<file path="src/opd_consts.svh">
// Notes on behaviour
// two to four channels, each own output
// transit class at 9.639 Hz +/- 0.119
// emergency class at 14.035 Hz +/- 0.255
// call only after over half second steady
// many transit emitters never read as emergency
// hold call through dropout, 4.5 to 11 s
// hold selectable 5 s or 10 s
// asserted output pulls controller input to ground
// transit call output 6.25 Hz square, 50 percent
// emergency call output steadily asserted
// two auxiliary detector inputs per channel
// three range positions per class per channel
// test switch forces transit down, emergency up
// detection lamp shows unvalidated received signal
// call lamp shows accepted steady valid signal
// shared lamp flashes detect, steady for call
// emergency call overrides transit call
// primary and auxiliary inputs ORed together
// classify by edge-to-edge period on system clock
// releasing test switch ends call without hold
`ifndef OPD_CONSTS_SVH
`define OPD_CONSTS_SVH

`define OPD_CLK_HZ          64'd125000000
`define OPD_MILLI           64'd1000
`define OPD_TR_MILLIHZ      64'd9639
`define OPD_TR_TOL_MILLIHZ  64'd119
`define OPD_EM_MILLIHZ      64'd14035
`define OPD_EM_TOL_MILLIHZ  64'd255
`define OPD_VALID_MS        64'd500
`define OPD_HOLD_SHORT_MS   64'd5000
`define OPD_HOLD_LONG_MS    64'd10000
`define OPD_OUT_MILLIHZ     64'd6250
`define OPD_HALVES          64'd2

`define OPD_NCH             2
`define OPD_NCH_MIN         2
`define OPD_NCH_MAX         4
`define OPD_AUX_N           2
`define OPD_PER_W           24
`define OPD_RUN_W           27
`define OPD_HOLD_W          32
`define OPD_DIV_W           24
`define OPD_STREAK_W        3
`define OPD_RANGE_W         2

`define OPD_RANGE_MAX       2'd2
`define OPD_TR_STREAK_BASE  3'd1
`define OPD_EM_STREAK_BASE  3'd2
`define OPD_PULL_LEVEL      1'b0

`endif

</file>
<file path="src/opd_pkg.sv">
`default_nettype none
`include "opd_consts.svh"
package opd_pkg;
    typedef logic [`OPD_PER_W-1:0]    opd_per_t;
    typedef logic [`OPD_RUN_W-1:0]    opd_run_t;
    typedef logic [`OPD_HOLD_W-1:0]   opd_hold_t;
    typedef logic [`OPD_DIV_W-1:0]    opd_div_t;
    typedef logic [`OPD_STREAK_W-1:0] opd_streak_t;
    typedef logic [`OPD_RANGE_W-1:0]  opd_range_t;

    typedef struct packed {
        logic                  det_primary;
        logic [`OPD_AUX_N-1:0] det_aux;
        logic                  test_tr;
        logic                  test_em;
        opd_range_t            range_tr;
        opd_range_t            range_em;
        logic                  hold_long;
    } opd_ch_in_t;

    typedef struct packed {
        logic pull_oe;
        logic pull_o;
        logic lamp_tr;
        logic lamp_em;
        logic detect_tr;
        logic detect_em;
        logic call_tr;
        logic call_em;
    } opd_ch_out_t;

    typedef struct packed {
        logic      call;
        opd_hold_t hold;
    } opd_call_t;

    typedef struct packed {
        logic        prev_in;
        opd_per_t    period;
        opd_streak_t streak_tr;
        opd_streak_t streak_em;
        logic        det_tr;
        logic        det_em;
        opd_run_t    run_tr;
        opd_run_t    run_em;
        logic        call_tr;
        logic        call_em;
        opd_hold_t   hold_tr;
        opd_hold_t   hold_em;
        logic        tst_tr;
        logic        tst_em;
        logic        oe;
        logic        lamp_tr;
        logic        lamp_em;
    } opd_ch_state_t;
endpackage
`default_nettype wire

</file>
<file path="src/opd_discriminator.sv">
`timescale 1ns/100ps
`default_nettype none
`include "opd_consts.svh"
module opd_discriminator
    import opd_pkg::*;
#(
    parameter int unsigned NCH = `OPD_NCH,
    parameter int unsigned TR_MIN_CYC = int'(
        (`OPD_CLK_HZ * `OPD_MILLI
         + `OPD_TR_MILLIHZ + `OPD_TR_TOL_MILLIHZ - 64'd1)
        / (`OPD_TR_MILLIHZ + `OPD_TR_TOL_MILLIHZ)),
    parameter int unsigned TR_MAX_CYC = int'(
        (`OPD_CLK_HZ * `OPD_MILLI)
        / (`OPD_TR_MILLIHZ - `OPD_TR_TOL_MILLIHZ)),
    parameter int unsigned EM_MIN_CYC = int'(
        (`OPD_CLK_HZ * `OPD_MILLI
         + `OPD_EM_MILLIHZ + `OPD_EM_TOL_MILLIHZ - 64'd1)
        / (`OPD_EM_MILLIHZ + `OPD_EM_TOL_MILLIHZ)),
    parameter int unsigned EM_MAX_CYC = int'(
        (`OPD_CLK_HZ * `OPD_MILLI)
        / (`OPD_EM_MILLIHZ - `OPD_EM_TOL_MILLIHZ)),
    parameter int unsigned VALID_CYC = int'(
        (`OPD_CLK_HZ * `OPD_VALID_MS + `OPD_MILLI - 64'd1)
        / `OPD_MILLI),
    parameter int unsigned HOLD_SHORT_CYC = int'(
        (`OPD_CLK_HZ * `OPD_HOLD_SHORT_MS) / `OPD_MILLI),
    parameter int unsigned HOLD_LONG_CYC = int'(
        (`OPD_CLK_HZ * `OPD_HOLD_LONG_MS) / `OPD_MILLI),
    parameter int unsigned HALF_CYC = int'(
        (`OPD_CLK_HZ * `OPD_MILLI)
        / (`OPD_OUT_MILLIHZ * `OPD_HALVES))
) (
    input  wire logic                  clk,
    input  wire logic                  arst_n,
    input  wire opd_ch_in_t [NCH-1:0]  ch_in,
    output var  opd_ch_out_t [NCH-1:0] ch_out
);

    localparam opd_per_t  TR_LO      = opd_per_t'(TR_MIN_CYC);
    localparam opd_per_t  TR_HI      = opd_per_t'(TR_MAX_CYC);
    localparam opd_per_t  EM_LO      = opd_per_t'(EM_MIN_CYC);
    localparam opd_per_t  EM_HI      = opd_per_t'(EM_MAX_CYC);
    localparam opd_run_t  RUN_TOP    = opd_run_t'(VALID_CYC);
    localparam opd_hold_t HOLD_SHORT = opd_hold_t'(HOLD_SHORT_CYC);
    localparam opd_hold_t HOLD_LONG  = opd_hold_t'(HOLD_LONG_CYC);
    localparam opd_div_t  DIV_LAST   = opd_div_t'(HALF_CYC - 1);
    localparam opd_per_t  PER_SAT    = '1;

    typedef struct packed {
        opd_div_t                  div;
        logic                      sq;
        opd_ch_state_t [NCH-1:0]   ch;
    } opd_state_t;

    opd_state_t st;
    opd_state_t next_st;

    function automatic logic in_band(
        input opd_per_t p,
        input opd_per_t lo,
        input opd_per_t hi
    );
        return (p >= lo) && (p <= hi);
    endfunction

    function automatic opd_streak_t bump(input opd_streak_t s);
        return (s == '1) ? s : opd_streak_t'(s + 1'b1);
    endfunction

    // a range position beyond the last one counts as the last one
    function automatic opd_streak_t need(
        input opd_range_t  pos,
        input opd_streak_t base
    );
        opd_range_t p;
        p = (pos > `OPD_RANGE_MAX) ? `OPD_RANGE_MAX : pos;
        return opd_streak_t'({1'b0, p} + base);
    endfunction

    function automatic opd_run_t run_step(
        input logic     det,
        input opd_run_t run
    );
        if (!det) begin
            return '0;
        end
        return (run == RUN_TOP) ? run : opd_run_t'(run + 1'b1);
    endfunction

    // hold reloads while the signal is present, so a dropout always
    // gets the full hold period however long the call has lasted
    function automatic opd_call_t call_step(
        input logic      det,
        input logic      done,
        input logic      call,
        input opd_hold_t hold,
        input opd_hold_t load
    );
        opd_call_t r;
        r.call = call;
        r.hold = hold;
        if (det) begin
            r.hold = load;
            r.call = call | done;
        end else if (call) begin
            if (hold == '0) begin
                r.call = 1'b0;
            end else begin
                r.hold = opd_hold_t'(hold - 1'b1);
            end
        end
        return r;
    endfunction

    always_comb begin
        logic      merged;
        logic      edge_seen;
        logic      inb_tr;
        logic      inb_em;
        logic      em_eff;
        logic      tr_eff;
        opd_per_t  p;
        opd_hold_t load;
        opd_call_t c;
        merged    = 1'b0;
        edge_seen = 1'b0;
        inb_tr    = 1'b0;
        inb_em    = 1'b0;
        em_eff    = 1'b0;
        tr_eff    = 1'b0;
        p         = '0;
        load      = '0;
        c         = '0;
        next_st   = st;
        if (st.div == DIV_LAST) begin
            next_st.div = '0;
            next_st.sq  = ~st.sq;
        end else begin
            next_st.div = opd_div_t'(st.div + 1'b1);
        end
        for (int i = 0; i < NCH; i++) begin
            merged = ch_in[i].det_primary | (|ch_in[i].det_aux);
            edge_seen = merged & ~st.ch[i].prev_in;
            next_st.ch[i].prev_in = merged;
            p = st.ch[i].period;
            inb_tr = in_band(p, TR_LO, TR_HI);
            inb_em = in_band(p, EM_LO, EM_HI);
            if (edge_seen) begin
                // the edge cycle itself counts, so p is the full spacing
                next_st.ch[i].period = opd_per_t'(1'b1);
                // a stray short gap from a second emitter breaks the run
                next_st.ch[i].streak_tr =
                    inb_tr ? bump(st.ch[i].streak_tr) : '0;
                next_st.ch[i].streak_em =
                    inb_em ? bump(st.ch[i].streak_em) : '0;
            end else begin
                // zero means no edge since reset: the first edge never counts
                if ((p != PER_SAT) && (p != '0)) begin
                    next_st.ch[i].period = opd_per_t'(p + 1'b1);
                end
                if (p > EM_HI) begin
                    next_st.ch[i].streak_em = '0;
                end
                if (p > TR_HI) begin
                    next_st.ch[i].streak_tr = '0;
                end
            end
            next_st.ch[i].det_tr = next_st.ch[i].streak_tr >=
                need(ch_in[i].range_tr, `OPD_TR_STREAK_BASE);
            next_st.ch[i].det_em = next_st.ch[i].streak_em >=
                need(ch_in[i].range_em, `OPD_EM_STREAK_BASE);
            next_st.ch[i].run_tr =
                run_step(next_st.ch[i].det_tr, st.ch[i].run_tr);
            next_st.ch[i].run_em =
                run_step(next_st.ch[i].det_em, st.ch[i].run_em);
            load = ch_in[i].hold_long ? HOLD_LONG : HOLD_SHORT;
            c = call_step(next_st.ch[i].det_tr,
                          st.ch[i].run_tr == RUN_TOP,
                          st.ch[i].call_tr, st.ch[i].hold_tr, load);
            next_st.ch[i].call_tr = c.call;
            next_st.ch[i].hold_tr = c.hold;
            c = call_step(next_st.ch[i].det_em,
                          st.ch[i].run_em == RUN_TOP,
                          st.ch[i].call_em, st.ch[i].hold_em, load);
            next_st.ch[i].call_em = c.call;
            next_st.ch[i].hold_em = c.hold;
            // test calls bypass hold, so release drops them at once
            next_st.ch[i].tst_em = ch_in[i].test_em;
            next_st.ch[i].tst_tr =
                ch_in[i].test_tr & ~ch_in[i].test_em;
            em_eff = next_st.ch[i].call_em | next_st.ch[i].tst_em;
            tr_eff = next_st.ch[i].call_tr | next_st.ch[i].tst_tr;
            next_st.ch[i].oe = em_eff | (tr_eff & next_st.sq);
            next_st.ch[i].lamp_tr = tr_eff ? 1'b1 :
                (next_st.ch[i].det_tr & next_st.sq);
            next_st.ch[i].lamp_em = em_eff ? 1'b1 :
                (next_st.ch[i].det_em & next_st.sq);
        end
    end

    always_ff @(posedge clk or negedge arst_n) begin
        if (!arst_n) begin
            st <= '0;
        end else begin
            st <= next_st;
        end
    end

    always_comb begin
        for (int i = 0; i < NCH; i++) begin
            ch_out[i].pull_oe   = st.ch[i].oe;
            ch_out[i].pull_o    = `OPD_PULL_LEVEL;
            ch_out[i].lamp_tr   = st.ch[i].lamp_tr;
            ch_out[i].lamp_em   = st.ch[i].lamp_em;
            ch_out[i].detect_tr = st.ch[i].det_tr;
            ch_out[i].detect_em = st.ch[i].det_em;
            ch_out[i].call_tr   = st.ch[i].call_tr | st.ch[i].tst_tr;
            ch_out[i].call_em   = st.ch[i].call_em | st.ch[i].tst_em;
        end
    end

    for (genvar g = 0; g < NCH; g++) begin : g_chk

    end
endmodule
`default_nettype wire

</file>
<file path="config.mk">
export PLATFORM = sky130hd
export DESIGN_NAME = opd_discriminator
export DESIGN_NICKNAME = d
export VERILOG_FILES = /design/src/opd_pkg.sv /design/src/opd_discriminator.sv
export VERILOG_INCLUDE_DIRS = /design/src
export SDC_FILE = /design/constraint.sdc
export NUM_CORES = 1
export LEC_CHECK = 0
export BUFFER_PORTS_ARGS = -buffer_cell sky130_fd_sc_hd__buf_4
export CELL_PAD_IN_SITES_DETAIL_PLACEMENT = 0
export CELL_PAD_IN_SITES_GLOBAL_PLACEMENT = 1
export CORE_AREA = 2 2 236 238
export DETAILED_ROUTE_END_ITERATION = 8
export DIE_AREA = 0 0 238 240
export PLACE_DENSITY_LB_ADDON = 0.1
export SLEW_MARGIN = 15
export SYNTH_ARGS = -nofsm -noshare
export SYNTH_HDL_FRONTEND = slang
export SYNTH_SLANG_ARGS = --single-unit
</file>
<file path="constraint.sdc">
create_clock -name clk -period 3.6 [get_ports clk]
set_input_delay 0 -clock clk [delete_from_list [all_inputs] [get_ports clk]]
set_output_delay 0 -clock clk [all_outputs]
set_load 0.01 [all_outputs]
</file>
==> impl_metrics.yaml, run 1 <==
sta:
  fin_crit_sh_pct: 103
  fmax_mhz: 271
  timing.max_slew.rel_slack_pct: 37.4
  period_minus_slack_ns: 3.69
  setup_viol: 23
  final-hold-violation-count: 0
  max_slew.worst_pin.slew_ns: 0.935
  setup_slack_ns: -0.0942
  fin_skew_ns: 0.0120
  slew_violations: 0
  setup_repair_after_global_routing_missed_its_margin: "yes"
grt:
  overflow: 0
  vias_in_the_first_global_route: 15900
  grt_pass1_wl_um: 82500
  grt_start_max_net_pins: 102
  antenna_found_initial: 1
  grt_util_all_layers_pct: 17.3
floorplan:
  io_pins: 38
  initial_core_utilization_pct: 34.6
  rows: 86
  die_h_um: 240
  dieWidth_um: 238
  die_area_um2: 57100
  coreArea_um2: 54700
drt:
  routed_wire_length_per_instance_um: 16.3
  routed_via_density: 5.25
  num_vias: 16000
  first_pass_iters: 5
  drc_errors_left: 0
  drt_iter0_markers: 963
  drt.antenna.violating_nets: 0
  routed_wirelength_um: 49700
synth:
  netlist_area_um2: 18900
  synth_enable_flop_cells: 0
  synth_cell_type_count: 82
  synth_area_per_cell_um2: 8.97
  synth_sequential_area_ratio_pct: 45.1
  yosys_warnings: 0
  post_synth_top_flop: "dfrtp_1"
  asyncSetResetFlopFracSynth_pct: 100
  ff_latch_count_synth: 341
  mapped_cells: 2108
clock_tree:
  tritoncts_clock_tree: "yes"
  clock_sink_count: 341
  cts-buffers-inserted: 45
  clkLatencyLatePin_ns: 0.57
  cts-htree-levels: 2
  clockBufferDepth: 3
  ctsRootBufferMaster: "clkbuf_16"
  cts.reportedPaths.clkPinSlew_ns: 0.06
worst_hold_path:
  worstHoldPathType: "input port to register"
status:
  run_status: "complete, but fails checks"
  violations_in_the_final_reports: "negative setup slack"
final_layout:
  antenna_cells_inserted: 0
  fraction_of_final_layout_cells_with_drive_strength_greater_than_1_pct: 20.0
  area.growth.synth_to_final_pct: 25.9
  layout_commonest_cell: "dfrtp_1"
  layout_common_cells: "dfrtp_1 (335), nor2_1 (290), buf_4 (214)"
  final_design_area_no_fill_um2: 23800
  n_fill_cell: 5340
  final_net_count: 2369
worst_setup_path:
  cp.buffers_inverters: 4
  worst_setup_path_end_kind: "register"
  cp_top_family: "simple AND/OR/NAND/NOR gates"
  top_fanout_value_on_the_critical_path: 8
  critPathSlowestCell: "or4_4"
  critPathRequiredTime_ns: 4.05
  critical-path-max-stage-delay_ns: 0.56
  arrival_time_of_the_worst_setup_path_ns: 4.15
  path_cells: "or4_4 -> nor3b_2 -> o21ai_1 -> o31ai_1 -> buf_4 -> a211oi_4 -> a211oi_2 -> ha_1 -> a21o_1 -> a31oi_4 -> clkinv_2 -> or4_4 -> buf_6 -> buf_4 -> nand3_2 -> xor2_1 -> nand2_1"
  worstSetupPathType: "register to register"
  timing.critical_path.from_type: "register"
run:
  maxCapViolations: 0
place:
  placed_area_um2: 21100
  dp_hpwl_um: 33200
  portBuffers: 35
  gpl.final_weighted_congestion: 0.818
power:
  max-vdd-ir-drop_uv: 343
  power-per-cell-area_nw_per_um2: 511
  cellLeakagePower_nw: 9.89
  total_power_mw: 12.2
[report_power, final]
group / switching [mW] / internal, mW / leakage, nW
clock: 1.83 / 3.00 / 0.792
combinational: 1.51 / 1.19 / 4.60
sequential: 0.419 / 4.21 / 4.50
total: 3.76 / 8.40 / 9.89
[cell usage after synthesis (12+ instances only)]
master,n,area share (%)
dfrtp_1,341,45
nor2_1,294,5.8
nand2_1,137,2.7
xor2_1,113,5.2
a21oi_1,108,2.9
nor3_1,106,2.8
nand3_1,104,2.8
o21ai_0,90,2.4
xnor2_1,86,4.0
clkbuf_1,83,1.6
nand4_1,75,2.5
inv_1,64,1.3
or3_1,51,1.7
nor4_1,49,1.6
ha_1,36,2.4
and3_1,31,1.0
nand2b_1,20,0.66
a31oi_1,18,0.60
or4_1,18,0.71
and4_1,16,0.74
and2_1,15,0.50
nor2b_1,15,0.50
nor4b_1,14,0.65
buf_4,13,0.52
o31ai_1,12,0.48
or2_2,12,0.40
[path summary, 6_finish.rpt]
kind                       startpoint  endpoint  slack [ns]  cells past startpoint
max                           st[139]    st[48]       -0.09                     17
min                         ch_in[17]   st[288]        0.06                      4
max reg2reg                   st[139]    st[48]       -0.09                     17
min reg2reg                   st[331]   st[331]        0.49                      1
max in group asynchronous      arst_n   st[165]        2.54                      3
min in group asynchronous      arst_n   st[309]        0.09                      2
[kinds of logic after synthesis]
logic type               Yosys count  synth area share, %
XOR/XNOR                         199                 9.22
multiplexers                       8                0.424
adder cells (fa/ha/maj)           36                 2.38
other                              2               0.0397
buffers and inverters            171                 3.82
AO/OA/AOI/OAI                    348                 11.6
AND/OR/NAND/NOR                 1003                 27.3
flip-flops                       341                 45.1
[tightest hold or removal path, stage by stage]
cell and delay (ns):
buf_4 0.07, or3_1 0.10, nor2b_2 0.27, a311oi_1 0.14
[sequential cells by signal (all words and copies together) (netlist names)]
name,cells
ch_out,10
st,331
[layout make-up]
cell class | count | area, um^2 | share of cell area [%]
Clock buffer | 58 | 1310 | 5.49
Clock inverter | 25 | 314 | 1.32
Inverter | 65 | 249 | 1.05
Multi-Input combinational cell | 1598 | 10300 | 43.3
Sequential cell | 341 | 8540 | 35.9
Tap cell | 704 | 881 | 3.70
Timing Repair Buffer | 260 | 2210 | 9.30
[what timing repair did]
action,CTS,global route
setup buffers,6,30
endpoints found under the setup margin,54,120
pin swaps,18,43
gates resized for setup,35,119
endpoints found under the hold margin,129,0
hold buffers,11,0
gates cloned,0,3
[layer usage]
metal | GRT usage (%) | share of wire, % | up-vias
li1 | - | - | 7918
met1 | 24.2 | 49 | 7858
met2 | 27.9 | 46 | 191
met3 | 2.70 | 3.6 | 60
met4 | 4.77 | 1.8 | 2
met5 | 0 | 0.024 | -
[stage by stage]
stage	hold WS [ns]	setup TNS [ns]	cells	setup slack, ns	util, %
4_1_cts	0.0172	-0.524	3019	-0.0929	42.1
6_report	0.0641	-0.751	3051	-0.0942	43.5
3_5_place_dp	0.153	-4.87	2919	-0.250	38.5
2_1_floorplan	-0.296	0	2110	0.00424	-
3_3_place_gp	0.141	-3.67	2919	-0.199	38.5
5_1_grt	0.106	-12.73	3051	-0.346	43.5
Power figures use the tool's default switching activity.
==> run 2: changes to the inputs <==
--- a/config.mk
+++ b/config.mk
@@ -13,6 +13,7 @@
 export DETAILED_ROUTE_END_ITERATION = 8
 export DIE_AREA = 0 0 238 240
 export PLACE_DENSITY_LB_ADDON = 0.1
+export RECOVER_POWER = 50
 export SLEW_MARGIN = 15
 export SYNTH_ARGS = -nofsm -noshare
 export SYNTH_HDL_FRONTEND = slang
==> run 2 against run 1 <==
  * The run ends with max-capacitance violations, max-slew violations, negative setup slack left
  * Power decreased by 0.16%
  * Count of clock-buffer cells in the layout unchanged
  * Sequential share of layout area increased by 0.14 points
  * Utilization decreased by 0.16 points
  * Global-route usage unchanged
  * Worst setup slack got worse by 0.0028 ns
  * Worst hold slack got worse by 0.0015 ns
  * Wire length about the same
  * Register-to-register slack about the same
  * Largest power group unchanged
==> impl_metrics.yaml, run 2 (same netlist as run 1, synthesis figures left out) <==
worst_hold_path:
  worstHoldPathType: "input port to register"
floorplan:
  initial_core_utilization_pct: 34.6
  coreArea_um2: 54700
  die_area_um2: 57100
  io_pins: 38
  die_h_um: 240
  dieWidth_um: 238
  rows: 86
drt:
  drt_iter0_markers: 996
  routed_wirelength_um: 49700
  routed_wire_length_per_instance_um: 16.3
  drt.antenna.violating_nets: 0
  first_pass_iters: 5
  drc_errors_left: 0
  num_vias: 16000
  routed_via_density: 5.25
place:
  gpl.final_weighted_congestion: 0.818
  numPlacedInstances: 2919
  portBuffers: 35
  dp_hpwl_um: 33200
sta:
  fin_skew_ns: 0.0117
  max_slew.worst_pin.slew_ns: 2.77
  final-hold-violation-count: 0
  fmax_mhz: 270
  final.setup.tns_ns: -0.829
  setup_repair_after_global_routing_missed_its_margin: "yes"
  setup_slack_ns: -0.0969
  setup_viol: 26
  slew_violations: 102
  fin_crit_sh_pct: 103
  period_minus_slack_ns: 3.70
  timing.max_slew.rel_slack_pct: -84.7
final_layout:
  register_area_um2: 8540
  post_layout_nonfiller_instances: 3051
  layout_commonest_cell: "dfrtp_1"
  fraction_of_final_layout_cells_with_drive_strength_greater_than_1_pct: 19.6
  multi_input_area_um2: 10300
  final_net_count: 2369
  final_core_utilization_pct: 43.4
  area.growth.synth_to_final_pct: 25.4
  antenna_cells_inserted: 0
  largest_register: "st"
  n_fill_cell: 5358
  largest_register_ffs: 331
  layout_common_cells: "dfrtp_1 (335), nor2_1 (290), buf_4 (201)"
grt:
  antenna_found_initial: 1
  vias_in_the_first_global_route: 15900
  overflow: 0
  grt_util_all_layers_pct: 17.3
  grt_start_max_net_pins: 102
  grt_pass1_wl_um: 82500
clock_tree:
  cts-buffers-inserted: 45
  clock_sink_count: 341
  cts-htree-levels: 2
  clockBufferDepth: 3
  ctsRootBufferMaster: "clkbuf_16"
  tritoncts_clock_tree: "yes"
  cts.reportedPaths.clkPinSlew_ns: 0.06
  clkLatencyLatePin_ns: 0.57
power:
  power-per-cell-area_nw_per_um2: 512
  cellLeakagePower_nw: 9.83
  max-vdd-ir-drop_uv: 340
status:
  violations_in_the_final_reports: "max-capacitance violations, max-slew violations, negative setup slack"
  run_status: "complete, but fails checks"
worst_setup_path:
  worst_setup_path_end_kind: "register"
  arrival_time_of_the_worst_setup_path_ns: 4.15
  timing.critical_path.from_type: "register"
  worstSetupPathType: "register to register"
  top_fanout_value_on_the_critical_path: 8
  critPathRequiredTime_ns: 4.05
run:
  maxCapViolations: 1
==> run 2: layout make-up <==
type                       count  area share (%)
multi-input combinational   1598            43.4
sequential                   341            36.0
timing repair buffer         260            8.95
clock buffer                  58            5.51
tap                          704            3.72
clock inverter                25            1.32
inverter                      65            1.05
==> run 2: metal layers <==
| metal | up-vias | track usage, % | wire length [um] |
|---|---|---|---|
| met1 | 7819 | 24.2 | 24100 |
| met2 | 209 | 27.9 | 22900 |
| met4 | 2 | 4.77 | 891 |
| li1 | 7919 | - | - |
| met3 | 62 | 2.70 | 1840 |
| met5 | - | 0 | 12 |
==> run 2: per-stage QoR <==
step           area, um^2  setup slack [ns]  total power [mW]  hold WS, ns
6_report            23700           -0.0969              12.1       0.0626
5_1_grt             23700            -0.346              12.9        0.106
4_1_cts             23000           -0.0929              12.2       0.0172
3_5_place_dp        21100            -0.250              7.15        0.153
3_3_place_gp        21100            -0.199              7.11        0.141
2_1_floorplan       19000           0.00424              6.10       -0.296
==> run 2: final timing paths <==
path,startpoint,end,slack (ns),cells past startpoint
max in group asynchronous,arst_n,st[324],0.43,3
min,ch_in[17],st[288],0.06,4
max,st[139],st[48],-0.1,17
min reg2reg,st[331],st[331],0.49,1
max reg2reg,st[139],st[48],-0.1,17
min in group asynchronous,arst_n,st[309],0.83,2
==> run 2: repair_timing <==
action                                 in CTS  in global routing
buffers inserted                            6                 30
resized for setup                          35                119
setup endpoints to repair                  54                120
hold buffers                               11                  0
endpoints found under the hold margin     129                  0
gates cloned                                0                  3
pin swaps                                  18                 43
==> run 2: critical path, stage by stage (launching register included) <==
cell and delay (ns):
dfrtp_1 0.38, or4_4 0.56, nor3b_2 0.18, o21ai_1 0.07, o31ai_1 0.07, buf_4 0.17, a211oi_4 0.07, a211oi_2 0.26
ha_1 0.29, a21o_1 0.21, a31oi_4 0.19, clkinv_2 0.08, or4_4 0.53, buf_6 0.16, buf_4 0.12, nand3_2 0.06
xor2_1 0.14, nand2_1 0.06
==> run 2: power breakdown <==
part	switching [mW]	leakage, nW	total (mW)	internal [mW]
clock	1.83	0.792	4.83	3.00
combinational	1.51	4.55	2.68	1.17
sequential	0.419	4.50	4.62	4.21
==> run 3: changes to the inputs <==
--- a/config.mk
+++ b/config.mk
@@ -7,7 +7,7 @@
 export NUM_CORES = 1
 export LEC_CHECK = 0
 export BUFFER_PORTS_ARGS = -buffer_cell sky130_fd_sc_hd__buf_4
-export CELL_PAD_IN_SITES_DETAIL_PLACEMENT = 0
+export CELL_PAD_IN_SITES_DETAIL_PLACEMENT = 1
 export CELL_PAD_IN_SITES_GLOBAL_PLACEMENT = 1
 export CORE_AREA = 2 2 236 238
 export DETAILED_ROUTE_END_ITERATION = 8
==> run 3 against run 2 <==
  * The flow still finishes with violations (max-capacitance violations, max-slew violations, negative setup slack)
  * Register-to-register slack lost 0.02 ns
  * Cell count shrank 0.13%
  * Power grew 0.66%
  * Sequential cell count is the same
  * Via count grew 2.0%
  * Maximum frequency shrank 0.47%
  * Global-route usage grew 1.2 points
  * Worst setup slack lost 0.018 ns
  * Wire length grew 7.1%
  * Sequential power is essentially flat
  * Clock skew grew 0.0063 ns
  * Critical path type unchanged
  * Largest cell class unchanged
  * Largest power group unchanged
==> impl_metrics.yaml, run 3 (same netlist as run 1, synthesis figures left out) <==
worst_setup_path:
  cp_top_family: "simple AND/OR/NAND/NOR gates"
  worst_setup_path_end_kind: "register"
  timing.critical_path.from_type: "register"
  critical-path-max-stage-delay_ns: 0.57
  top_fanout_value_on_the_critical_path: 8
  reg2reg_from: "st[139]"
  worstSetupPathType: "register to register"
  cp.buffers_inverters: 4
  path_cells: "or4_4 -> nor3b_2 -> o21ai_1 -> o31ai_1 -> buf_4 -> a211oi_4 -> a211oi_2 -> ha_1 -> a21o_1 -> a31oi_4 -> clkinv_2 -> or4_4 -> buf_4 -> o21ai_4 -> buf_4 -> o21ai_0 -> o31ai_1"
  critPathSlowestCell: "or4_4"
  critPathRequiredTime_ns: 4.09
  arrival_time_of_the_worst_setup_path_ns: 4.20
  critPathMostFrequentCell: "buf_4"
  critPathLaunch: "st[139]"
final_layout:
  post_layout_nonfiller_instances: 3047
  n_fill_cell: 6235
  fraction_of_final_layout_cells_with_drive_strength_greater_than_1_pct: 19.9
  final_core_utilization_pct: 43.4
  antenna_cells_inserted: 0
  final_net_count: 2367
  largest_register: "st"
  area.growth.synth_to_final_pct: 25.4
  largest_register_ffs: 331
  layout_common_cells: "dfrtp_1 (337), nor2_1 (287), buf_4 (195)"
  layout_commonest_cell: "dfrtp_1"
clock_tree:
  clockBufferDepth: 3
  cts.reportedPaths.clkPinSlew_ns: 0.06
  cts-buffers-inserted: 44
  ctsRootBufferMaster: "clkbuf_16"
  clock_sink_count: 341
  cts-htree-levels: 2
  clkLatencyLatePin_ns: 0.59
  tritoncts_clock_tree: "yes"
grt:
  antenna_found_initial: 1
  grt_start_max_net_pins: 102
  vias_in_the_first_global_route: 17200
  overflow: 0
  grt_pass1_wl_um: 88400
  grt_util_all_layers_pct: 18.6
sta:
  final.setup.tns_ns: -1.25
  fmax_mhz: 269
  setup_slack_ns: -0.114
  fin_skew_ns: 0.0180
  slew_violations: 102
  setup_viol: 20
  setup_repair_after_global_routing_missed_its_margin: "yes"
  fin_crit_sh_pct: 103
  final-hold-violation-count: 0
  max_slew.worst_pin.slew_ns: 2.73
  period_minus_slack_ns: 3.71
  timing.max_slew.rel_slack_pct: -81.9
power:
  max-vdd-ir-drop_uv: 310
  cellLeakagePower_nw: 9.74
  total_power_mw: 12.2
  power-per-cell-area_nw_per_um2: 515
floorplan:
  dieWidth_um: 238
  initial_core_utilization_pct: 34.6
  die_h_um: 240
  rows: 86
  die_area_um2: 57100
  coreArea_um2: 54700
  io_pins: 38
drt:
  routed_via_density: 5.36
  drc_errors_left: 0
  routed_wire_length_per_instance_um: 17.5
  drt_iter0_markers: 706
  routed_wirelength_um: 53200
  first_pass_iters: 4
  drt.antenna.violating_nets: 0
  num_vias: 16300
run:
  maxCapViolations: 1
status:
  violations_in_the_final_reports: "max-capacitance violations, max-slew violations, negative setup slack"
  run_status: "complete, but fails checks"
place:
  preCtsSetupSlack_ns: -0.309
  portBuffers: 35
  gpl.final_weighted_congestion: 0.818
  numPlacedInstances: 2919
  dp_hpwl_um: 36300
worst_hold_path:
  worstHoldPathType: "input port to register"
  timing.hold.worst.start: "ch_in[17]"
==> run 3: what timing repair did <==
item / in CTS / in global routing
endpoints found under the hold margin: 133 / 0
gates resized for setup: 35 / 145
gates cloned: 0 / 5
endpoints found under the setup margin: 57 / 120
hold buffers: 11 / 0
pin swaps: 22 / 85
buffers inserted: 5 / 31
==> run 3: final cells by class <==
type | count | area [um^2] | area share, %
multi-input cells | 1599 | 10400 | 43.7
flip-flops and latches | 341 | 8540 | 36.0
repair buffers | 258 | 2150 | 9.06
clock buffers | 61 | 1260 | 5.34
well taps | 704 | 881 | 3.72
clock inverters | 19 | 269 | 1.13
inverters | 65 | 249 | 1.05
==> run 3: final timing paths <==
check / end / cells past startpoint / slack [ns]
worst min-delay path: st[288] / 4 / 0.06
max in group asynchronous: st[323] / 3 / 0.48
min in group asynchronous: st[307] / 2 / 0.83
worst max register to register: st[42] / 17 / -0.11
worst min register to register: st[321] / 1 / 0.49
worst max-delay path: st[42] / 17 / -0.11
==> run 3: power breakdown <==
| group | internal, mW | total (mW) | switching [mW] | leakage, nW |
|---|---|---|---|---|
| logic | 1.34 | 2.95 | 1.61 | 4.49 |
| clock network | 2.83 | 4.64 | 1.81 | 0.750 |
| registers | 4.21 | 4.62 | 0.416 | 4.50 |
| total | 8.37 | 12.2 | 3.84 | 9.74 |
==> run 3: tightest hold or removal path: stages <==
cell and delay (ns):
buf_4 0.07, or3_1 0.10, nor2b_2 0.29, a311oi_1 0.13
==> run 3: per-layer routing <==
| metal | vias up | global-route usage (%) | part of all wire (%) |
|---|---|---|---|
| met4 | 2 | 4.89 | 1.8 |
| met1 | 8238 | 24.9 | 48 |
| li1 | 7895 | - | - |
| met3 | 68 | 2.56 | 2.6 |
| met5 | - | 0 | 0.024 |
| met2 | 129 | 31.5 | 48 |
==> run 3: per-stage QoR <==
step	area (um^2)	hold WS, ns
after floorplan	19000	-0.296
after global placement	21100	0.141
after detailed placement	21100	0.153
after CTS	22900	0.000255
after global routing	23700	0.0931
final	23700	0.0586
